## config.mk

```make
export PLATFORM = sky130hd
export DESIGN_NAME = vsd_control_regs
export DESIGN_NICKNAME = d
export VERILOG_FILES = /design/src/hdl/vsd_pkg.sv /design/src/hdl/vsd_control_regs.sv
export SDC_FILE = /design/constraint.sdc
export NUM_CORES = 1
export LEC_CHECK = 0
export ABC_AREA = 1
export BUFFER_PORTS_ARGS = -buffer_cell sky130_fd_sc_hd__buf_2
export CORE_UTILIZATION = 55
export DETAILED_ROUTE_END_ITERATION = 6
export PLACE_DENSITY = 0.86
export SLEW_MARGIN = 30
export SYNTH_ARGS = -nofsm -noshare
export SYNTH_HDL_FRONTEND = slang
export SYNTH_SLANG_ARGS = --single-unit
```

## constraint.sdc

```tcl
create_clock -name i_clock -period 3.1 [get_ports i_clock]
set_input_delay 0.465 -clock i_clock [delete_from_list [all_inputs] [get_ports i_clock]]
set_output_delay 0.465 -clock i_clock [all_outputs]
set_load 0.02 [all_outputs]
```

## src/hdl/vsd_pkg.sv

```systemverilog
/*
  Package for the video sync and display control register tail: register
  offsets, field positions, reset values and the packed carriers.
  Assumes the embedded controller reaches these registers over its internal
  control register port, with the serial sub-bus registers in SFR space.
*/
package vsd_pkg;

  // ---------------------------------------------------------------------
  // Control register offsets (10-bit control space)
  // ---------------------------------------------------------------------
  localparam logic [9:0] ADDR_TEST_LUMA = 10'h33b;
  localparam logic [9:0] ADDR_TEST_CHROMA = 10'h33c;
  localparam logic [9:0] ADDR_VINT_LINE = 10'h385;
  localparam logic [9:0] ADDR_HOLD_BEGIN = 10'h386;
  localparam logic [9:0] ADDR_HOLD_END = 10'h387;
  localparam logic [9:0] ADDR_DISPLAY_OPT = 10'h388;
  localparam logic [9:0] ADDR_RSVD_A = 10'h389;
  localparam logic [9:0] ADDR_ACQ_CLEAR = 10'h38a;
  localparam logic [9:0] ADDR_COPY_STROBE = 10'h38b;
  localparam logic [9:0] ADDR_VDRIVE_SET = 10'h38c;
  localparam logic [9:0] ADDR_VDRIVE_CLEAR = 10'h38d;
  localparam logic [9:0] ADDR_LINE_CLEAR = 10'h38e;
  localparam logic [9:0] ADDR_INT1_CLEAR = 10'h38f;
  localparam logic [9:0] ADDR_DISP_CLEAR = 10'h390;
  localparam logic [9:0] ADDR_CLOCK_SEL = 10'h391;
  localparam logic [9:0] ADDR_BUSB_FIELD = 10'h392;
  localparam logic [9:0] ADDR_LINE_QUARTER = 10'h393;
  localparam logic [9:0] ADDR_FIELD_RESTART = 10'h394;
  localparam logic [9:0] ADDR_ANALOG_SW = 10'h395;
  localparam logic [9:0] ADDR_RSVD_B = 10'h396;
  localparam logic [9:0] ADDR_RSVD_C = 10'h397;
  localparam logic [9:0] ADDR_CONV_TEST = 10'h398;

  // ---------------------------------------------------------------------
  // Serial sub-bus SFR offsets (8-bit SFR space)
  // ---------------------------------------------------------------------
  localparam logic [7:0] SFR_SUBBUS_CONTROL = 8'h98;
  localparam logic [7:0] SFR_SUBBUS_TX_ADDR = 8'h99;
  localparam logic [7:0] SFR_SUBBUS_TX_DATA = 8'h9a;
  localparam logic [7:0] SFR_SUBBUS_RX_DATA = 8'h9b;

  // ---------------------------------------------------------------------
  // Field positions and reset values
  // ---------------------------------------------------------------------
  localparam int CTL_TX_BUSY_BIT = 0;
  localparam int CTL_RX_BUSY_BIT = 1;
  localparam int CTL_RATE_BIT = 7;
  localparam int CLOCK_SEL_BIT = 0;
  localparam int FIELD_RESTART_BIT = 0;
  localparam int SHIFT_TAPS = 4;
  localparam logic [8:0] RST_WORD9 = 9'h000;
  localparam logic [7:0] RST_WORD8 = 8'h00;
  localparam logic [2:0] RST_CONV_TEST = 3'h0;

  // ---------------------------------------------------------------------
  // Carriers
  // ---------------------------------------------------------------------
  // Display options, laid out as the register's bits 7..0
  typedef struct packed {
    logic horiz_sides;
    logic horiz_bars;
    logic vert_sides;
    logic vert_bars;
    logic pixel_repeat;
    logic blank_reset;
    logic [1:0] pixel_fetch_shift;
  } vsd_display_s;

  // Converter test mode, laid out as the register's bits 2..0
  typedef struct packed {
    logic converter_direct_bypass;
    logic converter_test_one;
    logic converter_test_two;
  } vsd_conv_test_s;

  // One-cycle trigger pulses towards the video logic
  typedef struct packed {
    logic acq_window_clear;
    logic value_copy;
    logic display_window_clear;
  } vsd_trigger_s;

endpackage

```

## src/hdl/vsd_control_regs.sv

```systemverilog
/*
  Video sync and display control register tail: write-only control words,
  write-triggered strobes, the vertical line counter with interrupt 1,
  the PLL hold window, double-buffered line length, test captures and the
  serial sub-bus control SFRs.
  Assumes a synchronous controller register port on the back-end clock, one
  access per cycle, and video timing pulses synchronous to the same clock.
*/
// Contract
// - Interrupt 1 rises when the line counter reaches the programmed interrupt line.
// - PLL frequency hold is active between programmed begin and end lines.
// - Display option bits 1:0 delay the read enable by zero to three pixels.
// - Display option bits 2..7 enable blank reset, repetition, bars and sides.
// - Writing the acquisition window clear address pulses the acquisition reset.
// - Writing the copy strobe address transfers staged values to working copies.
// - Writing the flyback trigger address sets vertical drive.
// - Writing the scan trigger address clears vertical drive.
// - Writing the line counter clear address zeroes the vertical line counter.
// - Writing the interrupt 1 clear address drops pending interrupt 1.
// - Writing the display window clear address pulses the display window reset.
// - Clock select bit 0 picks 32 MHz at zero, 16 MHz at one.
// - A nine-bit register holds the second bus start-of-field line.
// - Line quarter length is staged and taken in at start of active video.
// - Staged line quarter updates at start of active video, hold bounds at acquisition pulse, both on copy.
// - Two read-only registers capture luma and chroma words from bus D.
// - Converter test bits enable ADC and DAC tests and direct bypass.
// - Sub-bus control bit 0 reads transmit busy, bit 1 receive busy, writable.
// - Sub-bus control bit 7 selects 1 MHz at zero, 2 MHz at one.
// - Power-on reset clears the sub-bus control register.
// - Transmit address and data are written; received data read after completion.
`timescale 1ns/10ps

module vsd_control_regs (
  input wire logic i_clock, // Back-end clock
  input wire logic i_reset_n, // Asynchronous reset, active low
  input wire logic i_wr_en, // Register write strobe
  input wire logic i_rd_en, // Register read strobe
  input wire logic i_sfr_sel, // Access goes to SFR space
  input wire logic [9:0] i_addr, // Register address
  input wire logic [8:0] i_wdata, // Write data
  output logic [8:0] o_rdata, // Read data, valid the cycle after i_rd_en
  input wire logic i_line_start, // One pulse per video line
  input wire logic i_active_start, // Start of active video pulse
  input wire logic i_active_end, // End of active video pulse
  input wire logic i_vertical_acquisition_pulse, // Vertical acquisition pulse
  input wire logic i_read_enable, // Undelayed output read enable
  input wire logic [7:0] i_bus_d_luma, // Bus D luma word
  input wire logic [7:0] i_bus_d_chroma, // Bus D chroma word
  input wire logic i_power_on_reset, // Power-on reset flag of the system register
  input wire logic i_transmit_busy, // Sub-bus transmitter busy
  input wire logic i_inbound_start, // Sub-bus reception begins
  input wire logic i_inbound_done, // Sub-bus reception complete
  input wire logic [7:0] i_inbound_data, // Received sub-bus data
  output logic [8:0] o_vertical_line_counter, // Current line count
  output logic o_interrupt_one, // Pending interrupt 1
  output logic o_pll_hold, // PLL frequency hold window
  output logic o_read_enable, // Read enable after pixel shift
  output vsd_pkg::vsd_display_s o_display, // Display options
  output vsd_pkg::vsd_trigger_s o_trigger, // Trigger pulses
  output logic o_vertical_drive, // Vertical drive output
  output logic o_backend_clock_half, // High selects 16 MHz back-end clock
  output logic [8:0] o_second_bus_field_start, // Bus B field reference line
  output logic [7:0] o_line_quarter_length, // Working line quarter length
  output logic o_field_restart, // Field restart control
  output logic [7:0] o_analog_path_switch, // Analog path switches
  output vsd_pkg::vsd_conv_test_s o_conv_test, // Converter test mode
  output logic o_bit_rate_select, // High selects 2 MHz sub-bus rate
  output logic [7:0] o_subbus_tx_address, // Message address to send
  output logic [7:0] o_subbus_tx_data, // Message data to send
  output logic o_subbus_tx_start // Pulse after message data write
);

  // -----------------------------------------------------------------------
  // Address decode
  // -----------------------------------------------------------------------
  logic ctl_wr;
  logic sfr_wr;
  logic [7:0] sfr_addr;

  // Split writes between control space and SFR space
  assign ctl_wr = i_wr_en && !i_sfr_sel;
  assign sfr_wr = i_wr_en && i_sfr_sel;
  assign sfr_addr = i_addr[7:0];

  // -----------------------------------------------------------------------
  // Write-only control words
  // -----------------------------------------------------------------------
  logic [8:0] vint_line_reg;
  logic [8:0] hold_begin_reg;
  logic [8:0] hold_end_reg;
  logic [8:0] busb_field_reg;
  logic [7:0] analog_sw_reg;
  logic clock_sel_reg;
  logic field_restart_reg;
  vsd_pkg::vsd_display_s display_reg;
  vsd_pkg::vsd_conv_test_s conv_test_reg;

  // Store each control word on a write to its address
  always_ff @(posedge i_clock or negedge i_reset_n) begin
    if (!i_reset_n) begin
      vint_line_reg <= vsd_pkg::RST_WORD9;
      hold_begin_reg <= vsd_pkg::RST_WORD9;
      hold_end_reg <= vsd_pkg::RST_WORD9;
      busb_field_reg <= vsd_pkg::RST_WORD9;
      analog_sw_reg <= vsd_pkg::RST_WORD8;
      clock_sel_reg <= 1'b0;
      field_restart_reg <= 1'b0;
      display_reg <= vsd_pkg::RST_WORD8;
      conv_test_reg <= vsd_pkg::RST_CONV_TEST;
    end else if (ctl_wr) begin
      unique case (i_addr)
        vsd_pkg::ADDR_VINT_LINE: vint_line_reg <= i_wdata;
        vsd_pkg::ADDR_HOLD_BEGIN: hold_begin_reg <= i_wdata;
        vsd_pkg::ADDR_HOLD_END: hold_end_reg <= i_wdata;
        vsd_pkg::ADDR_DISPLAY_OPT: display_reg <= i_wdata[7:0];
        vsd_pkg::ADDR_CLOCK_SEL: clock_sel_reg <= i_wdata[vsd_pkg::CLOCK_SEL_BIT];
        vsd_pkg::ADDR_BUSB_FIELD: busb_field_reg <= i_wdata;
        vsd_pkg::ADDR_FIELD_RESTART: begin
          field_restart_reg <= i_wdata[vsd_pkg::FIELD_RESTART_BIT];
        end
        vsd_pkg::ADDR_ANALOG_SW: analog_sw_reg <= i_wdata[7:0];
        vsd_pkg::ADDR_CONV_TEST: conv_test_reg <= i_wdata[2:0];
        default: begin
        end
      endcase
    end
  end

  // -----------------------------------------------------------------------
  // Trigger strobes
  // -----------------------------------------------------------------------
  logic trig_acq;
  logic trig_copy;
  logic trig_vset;
  logic trig_vclear;
  logic trig_line_clear;
  logic trig_int_clear;
  logic trig_disp;

  // Address match alone fires a trigger; the data is ignored
  assign trig_acq = ctl_wr && (i_addr == vsd_pkg::ADDR_ACQ_CLEAR);
  assign trig_copy = ctl_wr && (i_addr == vsd_pkg::ADDR_COPY_STROBE);
  assign trig_vset = ctl_wr && (i_addr == vsd_pkg::ADDR_VDRIVE_SET);
  assign trig_vclear = ctl_wr && (i_addr == vsd_pkg::ADDR_VDRIVE_CLEAR);
  assign trig_line_clear = ctl_wr && (i_addr == vsd_pkg::ADDR_LINE_CLEAR);
  assign trig_int_clear = ctl_wr && (i_addr == vsd_pkg::ADDR_INT1_CLEAR);
  assign trig_disp = ctl_wr && (i_addr == vsd_pkg::ADDR_DISP_CLEAR);

  vsd_pkg::vsd_trigger_s trigger_reg;

  // Register the window pulses so each lasts exactly one clock
  always_ff @(posedge i_clock or negedge i_reset_n) begin
    if (!i_reset_n) begin
      trigger_reg <= '0;
    end else begin
      trigger_reg.acq_window_clear <= trig_acq;
      trigger_reg.value_copy <= trig_copy;
      trigger_reg.display_window_clear <= trig_disp;
    end
  end

  // -----------------------------------------------------------------------
  // Vertical drive
  // -----------------------------------------------------------------------
  logic vdrive_reg;

  // Flyback trigger sets, scan trigger clears
  always_ff @(posedge i_clock or negedge i_reset_n) begin
    if (!i_reset_n) begin
      vdrive_reg <= 1'b0;
    end else if (trig_vset) begin
      vdrive_reg <= 1'b1;
    end else if (trig_vclear) begin
      vdrive_reg <= 1'b0;
    end
  end

  // -----------------------------------------------------------------------
  // Vertical line counter and interrupt 1
  // -----------------------------------------------------------------------
  logic [8:0] line_count_reg;
  logic [8:0] line_count_next;
  logic int1_reg;
  logic int1_hit;

  // Count lines; a clear trigger wins over a line pulse
  assign line_count_next = line_count_reg + 9'h001;

  always_ff @(posedge i_clock or negedge i_reset_n) begin
    if (!i_reset_n) begin
      line_count_reg <= vsd_pkg::RST_WORD9;
    end else if (trig_line_clear) begin
      line_count_reg <= vsd_pkg::RST_WORD9;
    end else if (i_line_start) begin
      line_count_reg <= line_count_next;
    end
  end

  // Compare on the step into the programmed line
  assign int1_hit = i_line_start && !trig_line_clear && (line_count_next == vint_line_reg);

  // Pending flag: a hit in the clearing cycle keeps it set
  always_ff @(posedge i_clock or negedge i_reset_n) begin
    if (!i_reset_n) begin
      int1_reg <= 1'b0;
    end else if (int1_hit) begin
      int1_reg <= 1'b1;
    end else if (trig_int_clear) begin
      int1_reg <= 1'b0;
    end
  end

  // -----------------------------------------------------------------------
  // PLL hold window
  // -----------------------------------------------------------------------
  logic [8:0] hold_begin_work_reg;
  logic [8:0] hold_end_work_reg;
  logic pll_hold_reg;

  // Working bounds follow the acquisition pulse or the copy trigger
  always_ff @(posedge i_clock or negedge i_reset_n) begin
    if (!i_reset_n) begin
      hold_begin_work_reg <= vsd_pkg::RST_WORD9;
      hold_end_work_reg <= vsd_pkg::RST_WORD9;
    end else if (i_vertical_acquisition_pulse || trig_copy) begin
      hold_begin_work_reg <= hold_begin_reg;
      hold_end_work_reg <= hold_end_reg;
    end
  end

  // Hold from the begin line up to, not including, the end line
  always_ff @(posedge i_clock or negedge i_reset_n) begin
    if (!i_reset_n) begin
      pll_hold_reg <= 1'b0;
    end else begin
      pll_hold_reg <= (line_count_reg >= hold_begin_work_reg) &&
                      (line_count_reg < hold_end_work_reg);
    end
  end

  // -----------------------------------------------------------------------
  // Pixel shift of the read enable
  // -----------------------------------------------------------------------
  logic [vsd_pkg::SHIFT_TAPS-1:0] re_taps;

  // Tap 0 is the live input; each later tap is one pixel later
  assign re_taps[0] = i_read_enable;

  genvar tap;
  generate
    for (tap = 1; tap < vsd_pkg::SHIFT_TAPS; tap = tap + 1) begin : g_shift
      always_ff @(posedge i_clock or negedge i_reset_n) begin
        if (!i_reset_n) begin
          re_taps[tap] <= 1'b0;
        end else begin
          re_taps[tap] <= re_taps[tap-1];
        end
      end
    end
  endgenerate

  // Select the tap named by the shift field
  assign o_read_enable = re_taps[display_reg.pixel_fetch_shift];

  // -----------------------------------------------------------------------
  // Double-buffered line quarter length
  // -----------------------------------------------------------------------
  logic [7:0] quarter_stage_reg;
  logic [7:0] quarter_work_reg;

  // Staged on write
  always_ff @(posedge i_clock or negedge i_reset_n) begin
    if (!i_reset_n) begin
      quarter_stage_reg <= vsd_pkg::RST_WORD8;
    end else if (ctl_wr && (i_addr == vsd_pkg::ADDR_LINE_QUARTER)) begin
      quarter_stage_reg <= i_wdata[7:0];
    end
  end

  // Taken in at start of active video or on the copy trigger
  always_ff @(posedge i_clock or negedge i_reset_n) begin
    if (!i_reset_n) begin
      quarter_work_reg <= vsd_pkg::RST_WORD8;
    end else if (i_active_start || trig_copy) begin
      quarter_work_reg <= quarter_stage_reg;
    end
  end

  // -----------------------------------------------------------------------
  // Bus D test captures
  // -----------------------------------------------------------------------
  logic [7:0] luma_cap_reg;
  logic [7:0] chroma_cap_reg;

  // Captured at end of active video so the readback is stable
  always_ff @(posedge i_clock or negedge i_reset_n) begin
    if (!i_reset_n) begin
      luma_cap_reg <= vsd_pkg::RST_WORD8;
      chroma_cap_reg <= vsd_pkg::RST_WORD8;
    end else if (i_active_end) begin
      luma_cap_reg <= i_bus_d_luma;
      chroma_cap_reg <= i_bus_d_chroma;
    end
  end

  // -----------------------------------------------------------------------
  // Serial sub-bus SFRs
  // -----------------------------------------------------------------------
  logic rx_busy_reg;
  logic rate_reg;
  logic [7:0] tx_addr_reg;
  logic [7:0] tx_data_reg;
  logic tx_start_reg;
  logic [7:0] rx_data_reg;
  logic ctl_sfr_wr;

  assign ctl_sfr_wr = sfr_wr && (sfr_addr == vsd_pkg::SFR_SUBBUS_CONTROL);

  // Control bits; power-on reset clears, a reception start wins over writes
  always_ff @(posedge i_clock or negedge i_reset_n) begin
    if (!i_reset_n) begin
      rx_busy_reg <= 1'b0;
      rate_reg <= 1'b0;
    end else if (i_power_on_reset) begin
      rx_busy_reg <= 1'b0;
      rate_reg <= 1'b0;
    end else begin
      if (i_inbound_start) begin
        rx_busy_reg <= 1'b1;
      end else if (ctl_sfr_wr) begin
        rx_busy_reg <= i_wdata[vsd_pkg::CTL_RX_BUSY_BIT];
      end else if (i_inbound_done) begin
        rx_busy_reg <= 1'b0;
      end
      if (ctl_sfr_wr) begin
        rate_reg <= i_wdata[vsd_pkg::CTL_RATE_BIT];
      end
    end
  end

  // Outgoing message; writing the data launches it
  always_ff @(posedge i_clock or negedge i_reset_n) begin
    if (!i_reset_n) begin
      tx_addr_reg <= vsd_pkg::RST_WORD8;
      tx_data_reg <= vsd_pkg::RST_WORD8;
      tx_start_reg <= 1'b0;
    end else begin
      tx_start_reg <= sfr_wr && (sfr_addr == vsd_pkg::SFR_SUBBUS_TX_DATA);
      if (sfr_wr && (sfr_addr == vsd_pkg::SFR_SUBBUS_TX_ADDR)) begin
        tx_addr_reg <= i_wdata[7:0];
      end
      if (sfr_wr && (sfr_addr == vsd_pkg::SFR_SUBBUS_TX_DATA)) begin
        tx_data_reg <= i_wdata[7:0];
      end
    end
  end

  // Received data is taken when the reception completes
  always_ff @(posedge i_clock or negedge i_reset_n) begin
    if (!i_reset_n) begin
      rx_data_reg <= vsd_pkg::RST_WORD8;
    end else if (i_inbound_done) begin
      rx_data_reg <= i_inbound_data;
    end
  end

  // -----------------------------------------------------------------------
  // Read path
  // -----------------------------------------------------------------------
  logic [8:0] rdata_reg;
  logic [8:0] rdata_next;

  // Readable registers only; write-only and unmapped read as zero
  always_comb begin
    rdata_next = 9'h000;
    if (i_sfr_sel) begin
      unique case (sfr_addr)
        vsd_pkg::SFR_SUBBUS_CONTROL: begin
          rdata_next[vsd_pkg::CTL_TX_BUSY_BIT] = i_transmit_busy;
          rdata_next[vsd_pkg::CTL_RX_BUSY_BIT] = rx_busy_reg;
          rdata_next[vsd_pkg::CTL_RATE_BIT] = rate_reg;
        end
        vsd_pkg::SFR_SUBBUS_RX_DATA: rdata_next = {1'b0, rx_data_reg};
        default: rdata_next = 9'h000;
      endcase
    end else begin
      unique case (i_addr)
        vsd_pkg::ADDR_TEST_LUMA: rdata_next = {1'b0, luma_cap_reg};
        vsd_pkg::ADDR_TEST_CHROMA: rdata_next = {1'b0, chroma_cap_reg};
        default: rdata_next = 9'h000;
      endcase
    end
  end

  // Read data is held until the next read
  always_ff @(posedge i_clock or negedge i_reset_n) begin
    if (!i_reset_n) begin
      rdata_reg <= 9'h000;
    end else if (i_rd_en) begin
      rdata_reg <= rdata_next;
    end
  end

  // -----------------------------------------------------------------------
  // Outputs
  // -----------------------------------------------------------------------
  assign o_rdata = rdata_reg;
  assign o_vertical_line_counter = line_count_reg;
  assign o_interrupt_one = int1_reg;
  assign o_pll_hold = pll_hold_reg;
  assign o_display = display_reg;
  assign o_trigger = trigger_reg;
  assign o_vertical_drive = vdrive_reg;
  assign o_backend_clock_half = clock_sel_reg;
  assign o_second_bus_field_start = busb_field_reg;
  assign o_line_quarter_length = quarter_work_reg;
  assign o_field_restart = field_restart_reg;
  assign o_analog_path_switch = analog_sw_reg;
  assign o_conv_test = conv_test_reg;
  assign o_bit_rate_select = rate_reg;
  assign o_subbus_tx_address = tx_addr_reg;
  assign o_subbus_tx_data = tx_data_reg;
  assign o_subbus_tx_start = tx_start_reg;

endmodule // vsd_control_regs

```

Word level (Yosys, flattened, before mapping)
Index checks and enable logic that the tools add are counted.
{"block": "totals", "latchBits": 0, "regBits": 161, "out_inout_bits": 81, "n_memories": 0, "rom_bits": 0, "ramBits": 0}
{"block": "classes", "div_mod_pow": 0, "multipliers": 0, "eq_ne": 24, "n_addsub": 1, "n_reduce_logical": 34, "n_shift": 0, "magnitude_cmp": 3, "mux": 19, "bitwise": 0}
{"op": "$eq 10x10->1 const B", "n": 19}
{"op": "$eq 8x8->1 const B", "n": 4}
{"op": "$mux 9", "n": 2}
{"op": "$reduce_and 2->1", "n": 9}
{"op": "$logic_and 1x1->1", "n": 16}
{"op": "$pmux 8 s2", "n": 1}
{"op": "$mux 1", "n": 11}
{"op": "$add 9x1->9 const B", "n": 1}
{"op": "$eq 9x9->1", "n": 1}
{"op": "$ge 9x9->1", "n": 1}
{"op": "$lt 9x9->1", "n": 1}
{"op": "$mux 8", "n": 1}
{"op": "$reduce_bool 2->1", "n": 4}
{"op": "$mux 5", "n": 1}
{"op": "$pmux 2 s2", "n": 1}
{"op": "$reduce_bool 4->1", "n": 1}
{"op": "$lt 2x3->1 const B", "n": 1}
{"op": "$bmux 1 s2", "n": 1}
{"op": "$logic_not 1->1", "n": 2}
{"op": "$logic_or 1x1->1", "n": 2}
{"op": "$pmux 1 s2", "n": 1}

Longest topological paths before layout
{"block": "depth", "word_depth": 7, "depth_mapped": 12, "ltp_nobuf": 12}

Least setup slack after synthesis
OpenSTA, ideal clock, no wires.
{"block": "synth_timing", "path_type": "input to register", "from": "in i_sfr_sel", "to": "reg hold_end_reg[7]", "required_ns": 2.984, "path_buffers": 2, "path_stages": 12, "path_slack_ns": 1.474, "setup_time_ns": 0.116, "arrival_ns": 1.511, "path_cell_list": "buf_6 > inv_8 > nand2_4 > nor2_4 > nand2_4 > clkinv_2 > nand2_2 > nor2_8 > buf_8 > nor2_1 > a21oi_2 > inv_1"}
{"block": "synth_via", "elab_chain_cells": 3}
{"item": "start, declared", "line": "vsd_control_regs.sv:38", "text": "input wire logic i_sfr_sel,"}
{"item": "$logic_not 1->1", "line": "vsd_control_regs.sv:81", "text": "assign ctl_wr = i_wr_en && !i_sfr_sel;"}
{"item": "$logic_and 1x1->1", "line": "vsd_control_regs.sv:81"}
{"item": "$reduce_and 2->1 (no line)"}
{"item": "end signal, assigned", "line": "vsd_control_regs.sv:103", "text": "hold_end_reg <= vsd_pkg::RST_WORD9;"}
{"item": "end signal, assigned", "line": "vsd_control_regs.sv:114", "text": "vsd_pkg::ADDR_HOLD_END: hold_end_reg <= i_wdata;"}
{"item": "end, declared", "line": "vsd_control_regs.sv:90", "text": "logic [8:0] hold_end_reg;"}
Every way passes these cells.
A chain may end at the register's enable or synchronous reset.

Worst setup path after layout
{"block": "layout_timing", "from": "reg line_count_reg[1], in the netlist o_vertical_line_counter[1]", "to": "reg int1_reg, in the netlist o_interrupt_one"}
{"block": "layout_via", "elab_chain_cells": 4, "word_cells_on_any_way": 5}
{"item": "start, declared", "line": "vsd_control_regs.sv:181", "text": "logic [8:0] line_count_reg;"}
{"item": "start signal, assigned", "line": "vsd_control_regs.sv:191", "text": "line_count_reg <= vsd_pkg::RST_WORD9;"}
{"item": "start signal, assigned", "line": "vsd_control_regs.sv:193", "text": "line_count_reg <= vsd_pkg::RST_WORD9;"}
{"item": "start signal, assigned", "line": "vsd_control_regs.sv:195", "text": "line_count_reg <= line_count_next;"}
{"item": "$add 9x1->9 *", "line": "vsd_control_regs.sv:187", "text": "assign line_count_next = line_count_reg + 9'h001;"}
{"item": "$eq 9x9->1 *", "line": "vsd_control_regs.sv:200", "text": "assign int1_hit = i_line_start && !trig_line_clear && (line_count_next == vint_line_reg);"}
{"item": "$logic_and 1x1->1 *", "line": "vsd_control_regs.sv:200"}
{"item": "$mux 1 / $reduce_bool 2->1 (equally long branches)"}
{"item": "end signal, assigned", "line": "vsd_control_regs.sv:205", "text": "int1_reg <= 1'b0;"}
{"item": "end signal, assigned", "line": "vsd_control_regs.sv:207", "text": "int1_reg <= 1'b1;"}
{"item": "end signal, assigned", "line": "vsd_control_regs.sv:209", "text": "int1_reg <= 1'b0;"}
{"item": "end, declared", "line": "vsd_control_regs.sv:183", "text": "logic int1_reg;"}
Mark *: on every way between the ends. The rest lies on a longest branch, timed or not.

==> results.cfg <==
[run_status]
status = finished with violations
violations = hold timing

[critical_path]
setup.worst_path.end_class = flip-flop
cp-startpoint = o_vertical_line_counter[1]$_DFFE_PN0P_
critPathKind = flip-flop to flip-flop
arrival_ns = 2.18
timing.critical_path.from_type = flip-flop
crit_fanout = 8
r2r_cells = 10
rrSetupSlack_ns = 1.23
critPathRequiredTime_ns = 3.41
r2r_end = o_interrupt_one$_DFFE_PN0P_
r2r_start = o_vertical_line_counter[1]$_DFFE_PN0P_
critPathCapture = o_interrupt_one$_DFFE_PN0P_

[synth]
synth.largest_area_cell = dfrtp_1
syn_nets = 940
synth_area_um2 = 7720
synthCells = 865
yosysWarnings = 0
synthTopCellsByArea = dfrtp_1 52%, nand2_1 8.7%, inv_1 8.0%
avgSynthCellArea_um2 = 8.93
synth_cell_types = 40
synth_seq_cells = 160
seq_area_frac_synth_pct = 51.8
yosys.area.top_type_share_pct = 51.8

[timing]
fin_tns_setup_ns = 0
fin_hold_ws_ns = -0.00902
max_freq_ghz = 0.535
setup_violations = 0
layout_setup_ws_ns = 1.23
finClkSkew_ns = 0.00736
min_period_ns = 1.87
rsz0062_at_grt = false
hold_viol = 6
slew_violations = 0
slew_headroom_pct = 47.7
min_period_over_period_pct = 60.3
worstMarginPinSlew_ns = 0.784

[detailed_routing]
drt_pass1_iterations = 4
drcViolationCount = 0
drtAntennaViolNets = 0
drt-total-wl_um = 18300
drt_iter0_drc = 286
num_vias = 6185
vias_per_cell = 5.20
avgRoutedWirePerCell_um = 15.4

[die]
die_h_um = 120
rows = 42
die_area_um2 = 14500
top_level_ports = 138
initial_core_util_pct = 57.4
fp.dieW_um = 120
core_area_um2 = 13500

[grt]
grt.total_usage_pct = 26.9
overflow = 0
grt_max_degree = 77
antenna_found_initial = 0
grt_pass1_wl_um = 29600
grt_pass1_vias = 6012

[min_path]
hold_class = primary input to async pin

[pwr]
power_density_nw_per_um2 = 569
vdd_drop_max_mv = 0.430
p_leak_uw = 0.00474

[cells_and_area]
syn_to_final_growth_pct = 17.3
n_antenna_cell = 0
layout_commonest_cell = nand2_1
final_nets = 1075
final_cell_mix = 179 x nand2_1, 164 x inv_1, 160 x dfrtp_1, 135 x buf_2, 67 x nor2_1
drive_gt1_share_pct = 25.4
layout.cells.non_filler = 1189

[place]
routabilityCongestion = 0.859
pre_cts_slack_ns = 0.949
dp_hpwl_um = 13000
numPlacedInstances = 1157
io_buffers = 136

[clock_network]
post_cts_buffers = 0
ctsHtreeMaxLevel = 4
cts_root_buf = clkbuf_16
hold_buffers = 0
clkTransAtPathRegs_ns = 0.06
cts.repair.resized = 0
cts_max_path_buffers = 2
cts_tree = built
cts_buffers = 17
clock-sinks = 160
clock_latency_ns = 0.43

[job]
max_cap_viol_count = 0
[cells by family after synthesis]
| kind of cell | share of synthesized area, % |
|---|---|
| simple gates | 19.6 |
| compound gates | 11.1 |
| buf+inv | 11.0 |
| other cells | 0.0486 |
| fa+ha+maj | 2.92 |
| flops | 51.8 |
| mux | 3.50 |
[layout make-up]
class | count | area (µm²)
fill | 1057 | 4400
tap | 176 | 220
multi-input combinational | 513 | 2870
clock inverter | 14 | 156
timing repair buffer | 139 | 722
clock buffer | 18 | 439
sequential | 160 | 4000
inverter | 169 | 646
[critical path: stages (launching register included)]
cell and delay [ns]:
dfrtp_1 0.52, ha_1 0.32, nand3_1 0.19, inv_1 0.17
nand2_1 0.09, nand2_1 0.07, nand3_1 0.07, o21ai_0 0.07
nor2_1 0.06, nand2_1 0.12, nand2_1 0.06
[cell usage after synthesis, drive strengths merged]
master	instances
ha	18
dfrtp	160
clkbuf	6
buf	17
a21oi	61
or2	2
nand3b	2
o21a	1
nand2	188
nand3	38
mux2	24
o211ai	1
nand4	8
nor3	8
inv	166
conb	1
clkinv	3
a32oi	1
nor4	1
o22ai	7
nor2	78
o21ai	74
[routing by layer]
metal  up-vias  GRT usage [%]  wire length [µm]
met3        32           7.59              1070
li1       2979              -                 -
met4         0           9.18               436
met2       221           45.3              9220
met5         -              0                 0
met1      2953           33.4              7540
[stage by stage]
step / total power [µW] / utilization (%) / instance area [µm²] / hold slack [ns]
floorplan: 2810 / - / 7720 / 0.169
global placement: 3050 / 62.9 / 8460 / 0.360
detailed placement: 3090 / 62.9 / 8460 / 0.367
CTS: 5170 / 67.3 / 9050 / 0.0000646
global route: 5360 / 67.3 / 9050 / 0.0114
finish: 5150 / 67.3 / 9050 / -0.00902
[worst min-delay path by stage]
stage,from,end,cells past startpoint
global placement,re_taps[1]$_DFF_PN0_,re_taps[2]$_DFF_PN0_,0
detailed placement,re_taps[2]$_DFF_PN0_,re_taps[3]$_DFF_PN0_,0
finish,i_reset_n,o_line_quarter_length[3]$_DFFE_PN0P_,1
CTS,i_reset_n,o_line_quarter_length[3]$_DFFE_PN0P_,1
global route,i_reset_n,o_line_quarter_length[7]$_DFFE_PN0P_,1
floorplan,i_reset_n,chroma_cap_reg[0]$_DFFE_PN0P_,0
[where the power goes]
part           internal [µW]  switching, µW
Combinational            261            467
Clock                   1220            876
Sequential              2200            133
Power figures use the tool's default switching activity.
